## config.mk

```make
export PLATFORM = sky130hd
export DESIGN_NAME = gimh_handler
export DESIGN_NICKNAME = d
export VERILOG_FILES = /design/src/gimh_pkg.sv /design/src/gimh_handler.sv
export VERILOG_INCLUDE_DIRS = /design/src
export SDC_FILE = /design/constraint.sdc
export NUM_CORES = 1
export LEC_CHECK = 0
export BUFFER_PORTS_ARGS = -buffer_cell sky130_fd_sc_hd__buf_2
export CORE_MARGIN = 4
export CORE_UTILIZATION = 50
export CTS_BUF_LIST = sky130_fd_sc_hd__clkbuf_4 sky130_fd_sc_hd__clkbuf_8
export DETAILED_ROUTE_END_ITERATION = 10
export PLACE_DENSITY = 0.84
export SETUP_SLACK_MARGIN = 0.2
export SLEW_MARGIN = 20
export SYNTH_ARGS = -nofsm -noshare
export SYNTH_HDL_FRONTEND = slang
export SYNTH_SLANG_ARGS = --single-unit
export TNS_END_PERCENT = 50
```

## constraint.sdc

```tcl
create_clock -name ref_clk -period 2.6 [get_ports ref_clk]
set_clock_uncertainty 0.05 [all_clocks]
set_input_delay 0.26 -clock ref_clk [delete_from_list [all_inputs] [get_ports ref_clk]]
set_output_delay 0.26 -clock ref_clk [all_outputs]
set_load 0.01 [all_outputs]
```

## src/gimh_params.svh

```systemverilog
// Constants for the bus interface message handler
`ifndef GIMH_PARAMS_SVH
`define GIMH_PARAMS_SVH
`define GIMH_DEF_ADDR 5'h1b
`define GIMH_IFC_MIN_US 100
`define GIMH_CLK_MHZ 100
`define GIMH_IFC_MIN_CYC ((`GIMH_IFC_MIN_US * `GIMH_CLK_MHZ))
`define GIMH_CMD_UNL 7'h3f
`define GIMH_CMD_UNT 7'h5f
`define GIMH_CMD_GTL 7'h01
`define GIMH_CMD_SDC 7'h04
`define GIMH_CMD_GET 7'h08
`define GIMH_CMD_LLO 7'h11
`define GIMH_CMD_DCL 7'h14
`define GIMH_LAG_BASE 2'h1
`define GIMH_TAG_BASE 2'h2
`define GIMH_LAYERS 3
`endif

```

## src/gimh_pkg.sv

```systemverilog
// Types for the bus interface message handler
package gimh_pkg;
  typedef enum logic [0:0] {
    gimh_lang_std_t_val = 1'b0,
    gimh_lang_legacy_t_val = 1'b1
  } gimh_lang_t;
  typedef struct packed {
    logic remote;
    logic lockout;
    logic talker;
    logic listener;
  } gimh_state_t;
  typedef struct packed {
    logic clear_pulse;
    logic trig_pulse;
    logic [2:0] trig_layer;
    logic lang_reset;
    logic panel_enable;
    logic local_key_enable;
  } gimh_ctrl_t;
endpackage

```

## src/gimh_handler.sv

```systemverilog
// Interface message handler: remote/local, lockout, addressing, clears, trigger
`include "gimh_params.svh"

// Notes on behaviour
// RULE1 - Remote enable alone does not go remote; listen addressing with enable does.
// RULE2 - Talking works in both remote and local states.
// RULE3 - In remote, front panel ignored except power and local key; local key returns local.
// RULE4 - Interface clear forces local, talker idle and listener idle.
// RULE5 - Interface clear leaves configuration, data and event registers alone.
// RULE6 - Controller holds interface clear at least 100 us.
// RULE7 - Local lockout disables all keys including the local key.
// RULE8 - Go-to-local leaves remote and re-enables keys, even under lockout.
// RULE9 - Universal device clear acts without addressing.
// RULE10 - Device clear empties input, output, deferred and blocking commands.
// RULE11 - Device clear leaves configuration and stored data alone.
// RULE12 - Selective device clear acts only while addressed as listener.
// RULE13 - Group trigger counts only for layers whose source is the bus.
// RULE14 - Controller sends untalk, unlisten, listen address, then group trigger.
// RULE15 - Two command languages: standard and legacy.
// RULE16 - Language change resets to power-on defaults; same selection does not.
// RULE17 - Default primary address is 27.
// RULE18 - Controller addresses device to talk to read query answers.
// RULE19 - Talker leaves active on untalk, listen addressing, or interface clear.
// RULE20 - Listener leaves active on unlisten, talk addressing, or interface clear.
// RULE21 - State flags reset to local, unlocked and idle.
module gimh_handler #(
  parameter logic [4:0] DEF_ADDR = `GIMH_DEF_ADDR,
  parameter int IFC_MIN_CYC = `GIMH_IFC_MIN_CYC
) (
  input wire logic ref_clk,
  input wire logic reset,
  input wire logic ren_pin,
  input wire logic ifc_pin,
  input wire logic cmd_valid,
  input wire logic atn,
  input wire logic [6:0] cmd_byte,
  input wire logic [4:0] addr_set,
  input wire logic addr_set_valid,
  input wire logic local_key,
  input wire logic [2:0] bus_trig_src,
  input wire logic lang_sel_valid,
  input wire gimh_pkg::gimh_lang_t lang_sel,
  output gimh_pkg::gimh_state_t state_q,
  output gimh_pkg::gimh_ctrl_t ctrl_q,
  output gimh_pkg::gimh_lang_t lang_q,
  output logic [4:0] addr_q
);
  logic [1:0] ren_sync_q;
  logic [1:0] ifc_sync_q;
  gimh_pkg::gimh_state_t state_d;
  gimh_pkg::gimh_ctrl_t ctrl_d;

  // Pin synchronisers; only second stage is read
  always_ff @(posedge ref_clk or posedge reset) begin
    if (reset) begin
      ren_sync_q <= 2'h0;
      ifc_sync_q <= 2'h0;
    end else begin
      ren_sync_q <= {ren_sync_q[0], ren_pin};
      ifc_sync_q <= {ifc_sync_q[0], ifc_pin};
    end
  end

  wire ren = ren_sync_q[1];
  wire ifc = ifc_sync_q[1];
  wire cmd = cmd_valid && atn;
  wire is_mla = cmd && cmd_byte[6:5] == `GIMH_LAG_BASE && cmd_byte[4:0] == addr_q;
  wire is_mta = cmd && cmd_byte[6:5] == `GIMH_TAG_BASE && cmd_byte[4:0] == addr_q;
  wire is_unl = cmd && cmd_byte == `GIMH_CMD_UNL;
  wire is_unt = cmd && cmd_byte == `GIMH_CMD_UNT;
  wire is_oth_ta = cmd && cmd_byte[6:5] == `GIMH_TAG_BASE && !is_mta && !is_unt;
  wire is_llo = cmd && cmd_byte == `GIMH_CMD_LLO;
  wire is_dcl = cmd && cmd_byte == `GIMH_CMD_DCL;
  wire is_gtl = cmd && cmd_byte == `GIMH_CMD_GTL && state_q.listener;
  wire is_sdc = cmd && cmd_byte == `GIMH_CMD_SDC && state_q.listener; // see RULE12
  wire is_get = cmd && cmd_byte == `GIMH_CMD_GET && state_q.listener;
  wire lang_chg = lang_sel_valid && lang_sel != lang_q; // see RULE16
  wire key_ok = !state_q.lockout;

  // Next state of the remote, lockout and addressing flags
  always_comb begin
    state_d = state_q;
    if (is_mla) begin
      state_d.listener = 1'b1;
      state_d.talker = 1'b0; // see RULE19
      if (ren) begin
        state_d.remote = 1'b1; // see RULE1
      end
    end
    if (is_unl || is_mta) begin
      state_d.listener = 1'b0; // see RULE20
    end
    if (is_mta) begin
      state_d.talker = 1'b1; // see RULE2
    end
    if (is_unt || is_oth_ta) begin
      state_d.talker = 1'b0; // see RULE19
    end
    if (is_llo) begin
      state_d.lockout = 1'b1; // see RULE7
    end
    if (local_key && key_ok && state_q.remote && !is_mla) begin
      state_d.remote = 1'b0; // see RULE3
    end
    if (is_gtl) begin
      state_d.remote = 1'b0; // see RULE8
      state_d.lockout = 1'b0;
    end
    if (!ren) begin
      state_d.remote = 1'b0;
      state_d.lockout = 1'b0;
    end
    if (ifc) begin
      state_d.remote = 1'b0; // see RULE4
      state_d.talker = 1'b0;
      state_d.listener = 1'b0;
    end
  end

  // Clear, trigger and panel controls; configuration never touched here (see RULE5, RULE11)
  always_comb begin
    ctrl_d.clear_pulse = is_dcl || is_sdc; // see RULE9
    ctrl_d.trig_pulse = is_get && |bus_trig_src;
    ctrl_d.trig_layer = is_get ? bus_trig_src : 3'h0; // see RULE13
    ctrl_d.lang_reset = lang_chg;
    ctrl_d.panel_enable = lang_chg || (!state_d.remote && !state_d.lockout); // see RULE3
    ctrl_d.local_key_enable = lang_chg || !state_d.lockout; // see RULE7
  end

  // Flag registers, cleared by reset and by a language change
  always_ff @(posedge ref_clk or posedge reset) begin
    if (reset) begin
      state_q <= '0; // see RULE21
    end else if (lang_chg) begin
      state_q <= '0;
    end else begin
      state_q <= state_d;
    end
  end

  // Control outputs
  always_ff @(posedge ref_clk or posedge reset) begin
    if (reset) begin
      ctrl_q <= '{default: 1'b0, panel_enable: 1'b1, local_key_enable: 1'b1};
    end else begin
      ctrl_q <= ctrl_d; // see RULE10
    end
  end

  // Language and address selection
  always_ff @(posedge ref_clk or posedge reset) begin
    if (reset) begin
      lang_q <= gimh_pkg::gimh_lang_std_t_val; // see RULE15
      addr_q <= DEF_ADDR; // see RULE17
    end else begin
      if (lang_sel_valid) begin
        lang_q <= lang_sel;
      end
      if (addr_set_valid) begin
        addr_q <= addr_set;
      end
    end
  end

  // Remote only after listen addressing with enable
  a_remote_needs_mla: assert property (@(posedge ref_clk) disable iff (reset) // see RULE1
    $rose(state_q.remote) |-> $past(is_mla) && $past(ren))
    else $error("remote entered without listen address");
  // Interface clear forces local and idles talker and listener
  a_ifc_idles: assert property (@(posedge ref_clk) disable iff (reset) // see RULE4
    ifc && !lang_chg |=> !state_q.remote && !state_q.talker && !state_q.listener)
    else $error("interface clear did not idle");
  // Lockout blocks local key
  a_lockout_key: assert property (@(posedge ref_clk) disable iff (reset) // see RULE7
    state_q.lockout && state_q.remote && local_key && ren && !is_gtl && !ifc && !lang_chg
    |=> state_q.remote)
    else $error("local key acted under lockout");
  // Go to local
  a_gtl_local: assert property (@(posedge ref_clk) disable iff (reset) // see RULE8
    is_gtl |=> !state_q.remote && !state_q.lockout ##1 ctrl_q.local_key_enable)
    else $error("go to local failed");
  // Universal clear
  a_dcl_clear: assert property (@(posedge ref_clk) disable iff (reset) // see RULE9
    is_dcl |=> ctrl_q.clear_pulse)
    else $error("device clear missed");
  // Selective clear needs listener
  a_sdc_listen: assert property (@(posedge ref_clk) disable iff (reset) // see RULE12
    ctrl_q.clear_pulse |-> $past(is_dcl) || $past(state_q.listener))
    else $error("selective clear while not listener");
  // Trigger only from bus source
  a_get_source: assert property (@(posedge ref_clk) disable iff (reset) // see RULE13
    ctrl_q.trig_pulse |-> (ctrl_q.trig_layer == $past(bus_trig_src)) && |ctrl_q.trig_layer)
    else $error("trigger without bus source");
  // Talker drops on untalk
  a_unt_idle: assert property (@(posedge ref_clk) disable iff (reset) // see RULE19
    is_unt |=> !state_q.talker)
    else $error("talker stayed active");
  // Listener drops on talk addressing
  a_mta_unlisten: assert property (@(posedge ref_clk) disable iff (reset) // see RULE20
    is_mta |=> !state_q.listener && (state_q.talker || $past(lang_chg) || $past(ifc)))
    else $error("listener stayed active");
  // Same language keeps state
  a_lang_keep: assert property (@(posedge ref_clk) disable iff (reset) // see RULE16
    lang_sel_valid && lang_sel == lang_q |=> !ctrl_q.lang_reset)
    else $error("reset on unchanged language");
  // Front panel held off while remote or locked out
  a_remote_panel: assert property (@(posedge ref_clk) disable iff (reset) // see RULE3
    state_q.remote || state_q.lockout |-> !ctrl_q.panel_enable)
    else $error("panel enabled in remote or lockout");
  // Local key held off under lockout
  a_lockout_keys: assert property (@(posedge ref_clk) disable iff (reset) // see RULE7
    state_q.lockout |-> !ctrl_q.local_key_enable)
    else $error("local key enabled under lockout");
  // Selective clear acts when addressed
  a_sdc_clear: assert property (@(posedge ref_clk) disable iff (reset) // see RULE10
    is_sdc |=> ctrl_q.clear_pulse)
    else $error("selective clear missed");
  // No trigger when no layer takes the bus source
  a_get_no_source: assert property (@(posedge ref_clk) disable iff (reset) // see RULE13
    is_get && bus_trig_src == 3'h0 |=> !ctrl_q.trig_pulse)
    else $error("trigger with no bus source selected");
  // Language change returns flags to defaults
  a_lang_reset: assert property (@(posedge ref_clk) disable iff (reset) // see RULE16
    lang_chg |=> ctrl_q.lang_reset && !(|state_q))
    else $error("language change did not reset");
endmodule

```

Word-level counts from Yosys, hierarchy flattened
Index checks and enable logic that the tools add are counted.
{"block": "op_classes", "reduce_logical": 37, "eq_ne": 11, "muxes": 13}
{"operator": "1-bit logical AND", "count": 23}
{"operator": "7-bit by 5-bit equality test with 1-bit output (second input constant)", "count": 2}
{"operator": "2-bit two-way mux", "count": 4}
{"operator": "7-bit by 1-bit equality test with 1-bit output (second input constant)", "count": 1}
{"operator": "7-bit by 3-bit equality test with 1-bit output (second input constant)", "count": 1}
{"operator": "7-bit by 4-bit equality test with 1-bit output (second input constant)", "count": 1}
{"operator": "7-bit by 6-bit equality test with 1-bit output (second input constant)", "count": 1}
{"operator": "7-bit equality test (second input constant)", "count": 1}
{"operator": "1-bit two-way mux", "count": 7}
{"operator": "1-bit zero test", "count": 6}
{"operator": "5-bit equality test", "count": 1}
{"operator": "1-bit logical OR", "count": 5}
{"operator": "5-bit nonzero test", "count": 1}
{"operator": "4-bit two-way mux", "count": 1}
{"operator": "4-bit nonzero test", "count": 1}
{"operator": "3-bit two-way mux", "count": 1}
{"operator": "3-bit OR reduction", "count": 1}
{"operator": "2-bit by 1-bit equality test with 1-bit output (second input constant)", "count": 1}
{"operator": "2-bit equality test (second input constant)", "count": 1}
{"operator": "1-bit != test", "count": 1}
{"block": "word_totals", "reg_bits": 22, "wordCells": 75, "out_inout_bits": 18}

Longest topological paths before layout
Gate-level depths: netlist (run 1).
{"block": "depth", "word_depth": 12, "mapped_depth": 4}

Worst setup path after synthesis (run 1)
Ideal clock, no wire load.
{"block": "synth_path", "path_kind": "reg-to-reg", "start": "reg addr_q[3]", "end": "reg state_q[1] (netlist name)", "setup_ns": 0.119, "path_buffers": 0, "arrival_ns": 1.178, "stages_incl_launch_ff": 5, "period_less_slack_ns": 1.347, "setup_slack_ns": 1.253, "t_required_ns": 2.431, "cell_sequence": "dfstp_2 xor2_1 nor3_2 a31oi_1 o21a_1"}
{"block": "synth_between", "elab_chain_cells": 9, "elab_cells_between_ends": 12}
{"element": "start: declaration", "line_no": "gimh_handler.sv:46", "source": "output logic [4:0] addr_q"}
{"element": "start signal: assignment", "line_no": "gimh_handler.sv:160", "source": "addr_q <= addr_set;"}
{"element": "5-bit equality test *", "line_no": "gimh_handler.sv:67, gimh_handler.sv:68"}
{"element": "1-bit logical AND", "line_no": "gimh_handler.sv:68", "source": "wire is_mta = cmd && cmd_byte[6:5] == `GIMH_TAG_BASE && cmd_byte[4:0] == addr_q;"}
{"element": "1-bit zero test", "line_no": "gimh_handler.sv:71", "source": "wire is_oth_ta = cmd && cmd_byte[6:5] == `GIMH_TAG_BASE && !is_mta && !is_unt;"}
{"element": "1-bit logical AND (2 in series)", "line_no": "gimh_handler.sv:71"}
{"element": "1-bit logical OR", "line_no": "gimh_handler.sv:96", "source": "if (is_unt || is_oth_ta) begin"}
{"element": "1-bit two-way mux", "line_no": "gimh_handler.sv:96"}
{"element": "2-bit two-way mux", "line_no": "gimh_handler.sv:113", "source": "if (ifc) begin"}
{"element": "4-bit two-way mux", "line_no": "gimh_handler.sv:134", "source": "end else if (lang_chg) begin"}
{"element": "end signal: assignment", "line_no": "gimh_handler.sv:137", "source": "state_q <= state_d;"}
{"element": "end: declaration", "line_no": "gimh_handler.sv:43", "source": "output gimh_pkg::gimh_state_t state_q,"}
Mark *: on every way between the ends. The rest lies on a longest branch, timed or not.
A chain may end at the register's enable or synchronous reset.

Final worst setup path (run 1)
Same ends and word-level chain as after synthesis.

==> impl_metrics.csv, run 1 <==
group,metric,value,unit
outcome,outcome,"completed",
critical_path,r2r_end,"state_q[1]",
layout,antennaDiodeCount,0,
global_route,grt_pass1_vias,771,
detailed_routing,initialDrtViolationCount,11,
timing,rsz0062_at_grt,"no",
synth,ys_async_sr_fraction,100,%
clocking,clock_sinks,22,
hold_path,min_path_type,"in2async",
layout,drive_gt1_share,47.6,%
layout,nets,152,
layout,area_delta_synth_final,32.4,%
critical_path,start_kind,"flop",
clocking,ctsResizeCount,0,
synth,yosysSeqAreaShare,57.5,%
timing,period_needed,1.44,ns
synth,yosysWarnings,0,
placement,port_buffers,42,
floorplan,ios,43,
layout,final_cells,151,
detailed_routing,routed_wl,1960,µm
timing,fmax,695,MHz
critical_path,timing.rr.start,"addr_q[3]",
detailed_routing,firstDrtPassIters,4,
placement,place_hpwl,1600,µm
clocking,hold_buffers,2,
global_route,grtUsageTotal,16.4,%
critical_path,rr_worst_depth,4,
clocking,postCtsSetupBuffers,0,
synth,syn_inst,78,
clocking,cts-root-buf,"clkbuf_4",
floorplan,start_util,54.4,%
timing,worst_pin_slew,0.754,ns
synth,synthTopCellsByArea,"dfrtp_1 (41%), dfstp_2 (16%), mux2_2 (7.0%)",
global_route,grt_first_pass_wirelength,3090,µm
detailed_routing,postRouteAntennaNets,0,
placement,gp_congestion,0.808,
critical_path,cp.required,2.76,ns
global_route,grt_overflow,0,
global_route,grt_max_degree,23,
critical_path,crit_arrival,1.60,ns
synth,synth_area_per_cell,12.4,µm²
critical_path,rrSetupSlack,1.16,ns
clocking,clk_pin_slew,0.12,ns
flow_run,maxCapViolCount,0,
timing,slew_headroom,49.7,%
detailed_routing,viasPerCell,5.23,
clocking,cts_tree,"built",
power_and_ir_drop,ir_drop,0.419,mV
critical_path,cp_max_fo,5,
floorplan,dieHeight,52.0,µm
synth,syn_nets,103,
synth,syn_area,970,µm²
detailed_routing,drc,0,
synth,synthTopCellsByCount,"dfrtp_1 (16), dfstp_2 (6), mux2_2 (6)",
synth,synth-edff-count,0,
synth,yosysUniqueCellTypes,29,
synth,ys_seq_elements,22,
placement,placed_cells,145,
detailed_routing,wl_per_cell,13.0,µm
timing,slew_viol_final,0,
synth,synth_top_area_share,41.3,%
timing,setup-tns-final,0,ns
clocking,htreeDepth,1,
timing,hold_viol,0,
placement,dpl_worst_slack,1.19,ns
clocking,clock_latency,0.30,ns
clocking,clk_path_buf_depth,2,
detailed_routing,num_vias,789,
floorplan,rows,15,
power_and_ir_drop,pwr_density_cell,562,nW/µm²
floorplan,core,1780,µm²
global_route,grt_antenna_before_repair,0,
clocking,cts_made_buffers,3,
timing,period_share,55.4,%
floorplan,die_area,2710,µm²
critical_path,worst-setup-path-type,"reg2reg",
timing,setup_viol,0,
floorplan,die_w,52.0,µm
power_and_ir_drop,leakagePower,0.645,nW
synth,yosysTopAreaCell,"dfrtp_1",
synth,synth.most_common_cell,"dfrtp_1",
synth,ys.flop_type,"dfrtp_1",
critical_path,end_kind,"flop",
timing,setup_slack,1.16,ns
-- layout make-up --
class	count	area, µm²
repair buffers	44	230
well taps	25	31.3
multi-input cells	51	393
fillers	135	499
clock buffers	3	22.5
flip-flops and latches	22	558
clock inverters	1	30.0
inverters	5	18.8
-- per-layer routing --
| metal | routed length [µm] | GRT usage [%] |
|---|---|---|
| met4 | 47 | 11.8 |
| met1 | 704 | 15.2 |
| met3 | 160 | 5.73 |
| met2 | 1050 | 29.3 |
| met5 | 0 | 0 |
-- critical path, stage by stage (launching register included) --
cell and delay (ns):
dfstp_2 0.56, xor2_1 0.07, nor3_2 0.31, a31oi_1 0.15, o21a_1 0.20
-- flip-flops by register name (all words and copies together), names as in the netlist --
register	cells
ctrl_q	8
addr_q	5
state_q	4
ifc_sync_q	2
ren_sync_q	2
lang_q	1
-- where the power goes --
group          internal [mW]  switching, mW
sequential             0.361         0.0101
combinational         0.0441         0.0485
clock                  0.156          0.101
total                  0.561          0.160
-- logic make-up (layout without fill, tap and decap cells) --
kind of cell              after synthesis  after routing  synth area share, %
AOI/OAI and AO/OA                      13             13                 9.16
muxes                                   6              6                 6.97
xor gates and xnor gates                6              6                 5.42
DFF                                    22             22                 57.5
buffers and inverters                   5             53                 1.94
and+or+nand+nor                        26             26                 19.0
-- through the flow --
stage                     utilization [%]  instance area, µm²  hold slack, ns  total power [mW]
after detailed placement             67.9                1210           0.296             0.469
after global routing                 72.0                1280          0.0835             0.757
after CTS                            72.0                1280          0.0372             0.728
final                                72.0                1280          0.0134             0.721
after global placement               67.9                1210           0.286             0.465
after floorplan                         -                 970           0.195             0.425
-- placed cells by master, fill, tap and decap left out --
cell,netlist,layout
a31oi_1,3,3
and4b_1,4,4
nand3_1,2,2
a41o_1,1,1
nor2_1,5,5
dfstp_2,6,6
nand2b_1,1,1
xnor2_1,1,1
clkbuf_4,0,3
o21ai_0,1,1
inv_1,5,5
nor3_2,1,1
o21a_1,1,1
nor4b_1,1,1
mux2_2,6,6
buf_2,0,42
a31o_1,1,1
o31a_1,1,1
a21oi_1,3,3
and3b_1,1,1
dfrtp_1,16,16
dlygate4sd3_1,0,2
xor2_1,5,5
and4_1,2,2
bufinv_16,0,1
o211ai_1,1,1
and2_1,4,4
nor2b_1,1,1
nor3b_2,1,1
nor3b_1,1,1
and3_1,1,1
a21boi_0,1,1
nand4_1,1,1
-- how the worst max path moves through the flow --
stage	start	endpoint	slack [ns]	cells after the start
after global placement	addr_q[3]	state_q[1]	1.25	4
after global routing	addr_q[3]	state_q[0]	1.08	4
after CTS	addr_q[3]	state_q[1]	1.17	4
final	addr_q[3]	state_q[1]	1.16	4
after floorplan	addr_q[3]	state_q[1]	1.25	4
after detailed placement	addr_q[3]	state_q[1]	1.19	4
Power figures use the tool's default switching activity.
==> run 2, diff against run 1 <==
--- a/config.mk
+++ b/config.mk
@@ -8,10 +8,10 @@
 export LEC_CHECK = 0
 export BUFFER_PORTS_ARGS = -buffer_cell sky130_fd_sc_hd__buf_2
 export CORE_MARGIN = 4
-export CORE_UTILIZATION = 50
+export CORE_UTILIZATION = 43
 export CTS_BUF_LIST = sky130_fd_sc_hd__clkbuf_4 sky130_fd_sc_hd__clkbuf_8
 export DETAILED_ROUTE_END_ITERATION = 10
-export PLACE_DENSITY = 0.84
+export PLACE_DENSITY = 0.77
 export SETUP_SLACK_MARGIN = 0.2
 export SLEW_MARGIN = 20
 export SYNTH_ARGS = -nofsm -noshare
==> constraint.sdc (replaced) <==
create_clock -name ref_clk -period 1.2 [get_ports ref_clk]
set_clock_uncertainty 0.05 [all_clocks]
set_input_delay 0.12 -clock ref_clk [delete_from_list [all_inputs] [get_ports ref_clk]]
set_output_delay 0.12 -clock ref_clk [all_outputs]
set_load 0.01 [all_outputs]
==> impl_metrics.csv, run 2 (synthesis results as in run 1) <==
group,metric,value,unit
detailed_routing,drc,0,
critical_path,end_kind,"flop",
power_and_ir_drop,leakagePower,0.777,nW
detailed_routing,postRouteAntennaNets,0,
power_and_ir_drop,seqPwrFrac,46.9,%
placement,placed_cells,155,
power_and_ir_drop,p_total,1.72,mW
outcome,outcome,"complete, but fails checks",
critical_path,crit_path_cell_trace,"xor2_1, nor3_2, a31oi_1, and4b_1",
layout,top_regs,"ctrl_q: 8 flops, addr_q: 5 flops, state_q: 4 flops",
floorplan,core,2040,µm²
clocking,clock_sinks,22,
clocking,cts_tree,"built",
floorplan,die_area,3080,µm²
layout,final_common_cell,"buf_2",
power_and_ir_drop,clock_power_share,33.2,%
detailed_routing,routed_wl,2660,µm
layout,nets,172,
floorplan,ios,43,
layout,antennaDiodeCount,0,
power_and_ir_drop,pwr_density_cell,1080,nW/µm²
clocking,clk_pin_slew,0.13,ns
layout,regMostFlops,"ctrl_q",
layout,multi_input_area,432,µm²
power_and_ir_drop,ir_drop,0.878,mV
critical_path,cp_max_fo,5,
critical_path,cp.required,1.42,ns
outcome,violations,"negative setup slack",
detailed_routing,wl_per_cell,15.4,µm
layout,final_cells,173,
global_route,grt_antenna_before_repair,0,
timing,slew_headroom,78.7,%
power_and_ir_drop,combPwrFrac,19.9,%
critical_path,crit_arrival,1.66,ns
floorplan,dieHeight,55.5,µm
flow_run,maxCapViolCount,0,
placement,place_hpwl,1850,µm
detailed_routing,firstDrtPassIters,4,
global_route,grt_first_pass_wirelength,4360,µm
timing,setup_viol,10,
clocking,cts-root-buf,"clkbuf_4",
power_and_ir_drop,p_sw,0.405,mW
critical_path,max_stage_delay,0.56,ns
clocking,htreeDepth,1,
timing,setup_slack,-0.244,ns
global_route,grt_max_degree,23,
floorplan,rows,16,
global_route,grtUsageTotal,18.2,%
placement,gp_congestion,0.874,
clocking,cts_made_buffers,3,
timing,hold_viol,0,
critical_path,slowest_stage,"dfstp_2",
timing,fmax,693,MHz
critical_path,worst-setup-path-type,"reg2reg",
timing,rsz0062_at_grt,"yes",
layout,drive_gt1_share,53.4,%
power_and_ir_drop,p_sw_share,23.5,%
layout,mostFrequentLayoutCells,"buf_2 (32), buf_6 (18), dfrtp_1 (16)",
timing,period_needed,1.44,ns
detailed_routing,initialDrtViolationCount,16,
global_route,grt_pass1_vias,961,
detailed_routing,num_vias,884,
layout,num-fill-cells,127,
floorplan,die_w,55.5,µm
layout,sequential_cell_area,558,µm²
timing,worst_pin_slew,0.318,ns
layout,area_delta_synth_final,64.0,%
layout,utilization,77.9,%
power_and_ir_drop,p_int,1.31,mW
timing,setup-tns-final,-1.21,ns
critical_path,critPathTopFamily,"simple AND/OR/NAND/NOR gates",
placement,port_buffers,42,
timing,slew_viol_final,0,
critical_path,start_kind,"flop",
placement,placed_area,1290,µm²
clocking,clk_path_buf_depth,2,
timing,period_share,120,%
detailed_routing,viasPerCell,5.11,
hold_path,min_path_type,"in2reg",
floorplan,start_util,47.5,%
critical_path,critical_path_buf_inv_count,0,
clocking,clock_latency,0.31,ns
global_route,grt_overflow,0,
layout,finalInstanceArea,1590,µm²
layout,largest_register_ffs,8,
## run 2: cell type report
class                           count  share of cell area, %
Clock inverter                      1                   1.89
Sequential cell                    22                   35.1
Clock buffer                        3                   1.42
Tap cell                           27                   2.12
Timing Repair Buffer               64                   31.2
Inverter                            5                   1.18
Multi-Input combinational cell     51                   27.1
## run 2: what timing repair did
| action | CTS | global route |
|---|---|---|
| hold buffers | 11 | 0 |
| setup buffers | 1 | 2 |
| pin swaps | 6 | 7 |
| endpoints found under the hold margin | 27 | 0 |
| resized for setup | 14 | 10 |
| cloned | 0 | 0 |
| endpoints found under the setup margin | 26 | 30 |
## run 2: metal layers
layer	global-route usage, %	vias to the layer above	share of wire [%]
met5	0	-	0
li1	-	416	-
met3	4.43	10	5.3
met1	19.8	421	38
met4	11.5	0	3.8
met2	31.4	37	53
## run 2: power groups by stage
| stage | registers, mW | logic [mW] | clock network (mW) |
|---|---|---|---|
| finish | 0.806 | 0.342 | 0.572 |
| floorplan | 0.829 | 0.0947 | 0 |
| detailed placement | 0.815 | 0.241 | 0 |
| global route | 0.810 | 0.370 | 0.618 |
| CTS | 0.804 | 0.310 | 0.582 |
| global placement | 0.813 | 0.231 | 0 |
## run 2: final timing paths
kind,start,to,slack [ns],cells after the start
hold / removal,lang_sel_valid,lang_q,0.02,2
hold reg to reg,ifc_sync_q[0],ifc_sync_q[1],0.31,0
setup / recovery,addr_q[4],state_q[0],-0.24,4
max in group asynchronous,reset,ctrl_q[1],0.49,4
min in group asynchronous,reset,ctrl_q[7],0.32,4
setup reg to reg,addr_q[4],state_q[0],-0.24,4
## run 2: through the flow
stage | worst slack (ns) | hold WS, ns
6_report | -0.244 | 0.0242
5_1_grt | -0.297 | 0.0198
4_1_cts | -0.221 | 0.0115
3_5_place_dp | -0.198 | 0.127
3_3_place_gp | -0.128 | 0.106
2_1_floorplan | -0.132 | 0.0548
==> run 3, diff against run 2 <==
--- a/config.mk
+++ b/config.mk
@@ -7,7 +7,7 @@
 export NUM_CORES = 1
 export LEC_CHECK = 0
 export BUFFER_PORTS_ARGS = -buffer_cell sky130_fd_sc_hd__buf_2
-export CORE_MARGIN = 4
+export CORE_MARGIN = 2
 export CORE_UTILIZATION = 43
 export CTS_BUF_LIST = sky130_fd_sc_hd__clkbuf_4 sky130_fd_sc_hd__clkbuf_8
 export DETAILED_ROUTE_END_ITERATION = 10
==> impl_metrics.csv, run 3 (synthesis results as in run 1) <==
group,metric,value,unit
clocking,clock_sinks,22,
clocking,cts_tree,"built",
critical_path,crit_path_cell_trace,"xor2_1, nor3_2, a31oi_1, and4b_1",
timing,hold_viol,0,
critical_path,max_stage_delay,0.56,ns
layout,antennaDiodeCount,0,
detailed_routing,postRouteAntennaNets,0,
timing,rsz0062_at_grt,"yes",
clocking,cts-root-buf,"clkbuf_4",
layout,top_regs,"ctrl_q: 8 flops, addr_q: 5 flops, state_q: 4 flops",
timing,slew_headroom,78.7,%
clocking,clk_pin_slew,0.13,ns
floorplan,die_area,2650,µm²
detailed_routing,num_vias,880,
layout,nets,176,
clocking,clock_latency,0.32,ns
placement,place_hpwl,1630,µm
clocking,hold_buffers,12,
clocking,htreeDepth,1,
global_route,grt_overflow,0,
placement,placed_cells,158,
global_route,grtUsageTotal,20.2,%
critical_path,worst-setup-path-type,"reg2reg",
placement,port_buffers,42,
timing,setup_slack,-0.225,ns
global_route,grt_max_degree,23,
floorplan,core,2170,µm²
critical_path,crit_arrival,1.63,ns
floorplan,die_w,51.5,µm
outcome,violations,"negative setup slack",
global_route,grt_first_pass_wirelength,3710,µm
power_and_ir_drop,ir_drop,0.884,mV
timing,fmax,702,MHz
detailed_routing,firstDrtPassIters,4,
power_and_ir_drop,pwr_density_cell,1070,nW/µm²
placement,gp_congestion,0.807,
timing,slew_viol_final,0,
global_route,grt_antenna_before_repair,0,
critical_path,cp.required,1.41,ns
layout,area_delta_synth_final,65.5,%
layout,regMostFlops,"ctrl_q",
layout,mostFrequentLayoutCells,"buf_2 (33), dfrtp_1 (16), buf_6 (15)",
timing,setup_viol,8,
placement,dpl_worst_slack,-0.188,ns
detailed_routing,drc,0,
timing,period_share,119,%
critical_path,slowest_stage,"dfstp_2",
timing,period_needed,1.42,ns
critical_path,critical_path_buf_inv_count,0,
critical_path,critPathTopFamily,"simple AND/OR/NAND/NOR gates",
critical_path,rrSetupSlack,-0.22,ns
hold_path,min_path_type,"in2reg",
floorplan,dieHeight,51.5,µm
critical_path,start_kind,"flop",
power_and_ir_drop,leakagePower,0.795,nW
global_route,grt_pass1_vias,832,
clocking,cts_made_buffers,3,
clocking,clk_path_buf_depth,2,
detailed_routing,viasPerCell,4.94,
layout,largest_register_ffs,8,
layout,final_cells,178,
layout,final_common_cell,"buf_2",
timing,worst_pin_slew,0.318,ns
outcome,outcome,"complete, but fails checks",
critical_path,end_kind,"flop",
flow_run,maxCapViolCount,0,
floorplan,start_util,44.7,%
critical_path,cp_max_fo,5,
floorplan,rows,17,
detailed_routing,initialDrtViolationCount,16,
detailed_routing,routed_wl,2520,µm
layout,drive_gt1_share,52.7,%
floorplan,ios,43,
detailed_routing,wl_per_cell,14.1,µm
layout,num-fill-cells,153,
## run 3: final cells by class
cell class / instances / area (µm²) / share of cell area, %
clock buffers: 3 / 22.5 / 1.40
clock inverters: 1 / 30.0 / 1.87
inverters: 5 / 18.8 / 1.17
multi-input cells: 51 / 427 / 26.6
flip-flops and latches: 22 / 558 / 34.8
well taps: 28 / 35.0 / 2.18
repair buffers: 68 / 514 / 32.0
## run 3: path summary, 6_finish.rpt
kind	startpoint	end	depth (start not counted)
worst max-delay path	addr_q[4]	state_q[0]	4
worst min-delay path	lang_sel_valid	ctrl_q[2]	3
worst max register to register	addr_q[4]	state_q[0]	4
worst min register to register	ren_sync_q[0]	ren_sync_q[1]	0
max in group asynchronous	reset	addr_q[3]	4
min in group asynchronous	reset	ifc_sync_q[0]	4
## run 3: repair_timing
| action | 4_1_cts | 5_1_grt |
|---|---|---|
| hold endpoints to repair | 28 | 1 |
| setup buffers | 1 | 3 |
| setup endpoints to repair | 29 | 29 |
| gates resized for setup | 16 | 4 |
| pin swaps | 5 | 4 |
## run 3: through the flow
stage / hold slack [ns] / area (µm²) / utilization, % / TNS, ns / total power, mW
2_1_floorplan: 0.0548 / 987 / - / -0.405 / 0.923
3_3_place_gp: 0.105 / 1310 / 60.3 / -0.480 / 1.05
3_5_place_dp: 0.118 / 1310 / 60.3 / -0.653 / 1.06
4_1_cts: 0.00351 / 1570 / 72.3 / -0.892 / 1.70
5_1_grt: -0.00169 / 1610 / 74.0 / -1.49 / 1.79
6_report: 0.0199 / 1610 / 74.0 / -1.02 / 1.72
## run 3: power by group
| group | total [mW] | switching (mW) | internal (mW) |
|---|---|---|---|
| Clock | 0.575 | 0.237 | 0.338 |
| Sequential | 0.807 | 0.0235 | 0.783 |
| Combinational | 0.335 | 0.142 | 0.193 |
## run 3: tightest hold or removal path, stage by stage
cell	delay, ns
buf_2	0.10
inv_1	0.08
nor2_1	0.06
## run 3: metal layers
metal | vias up | part of all wire, % | track usage (%)
met4 | 0 | 1.2 | 10.5
met2 | 25 | 54 | 36.3
li1 | 424 | - | -
met3 | 4 | 4.4 | 4.39
met5 | - | 0 | 0
met1 | 427 | 40 | 22.1
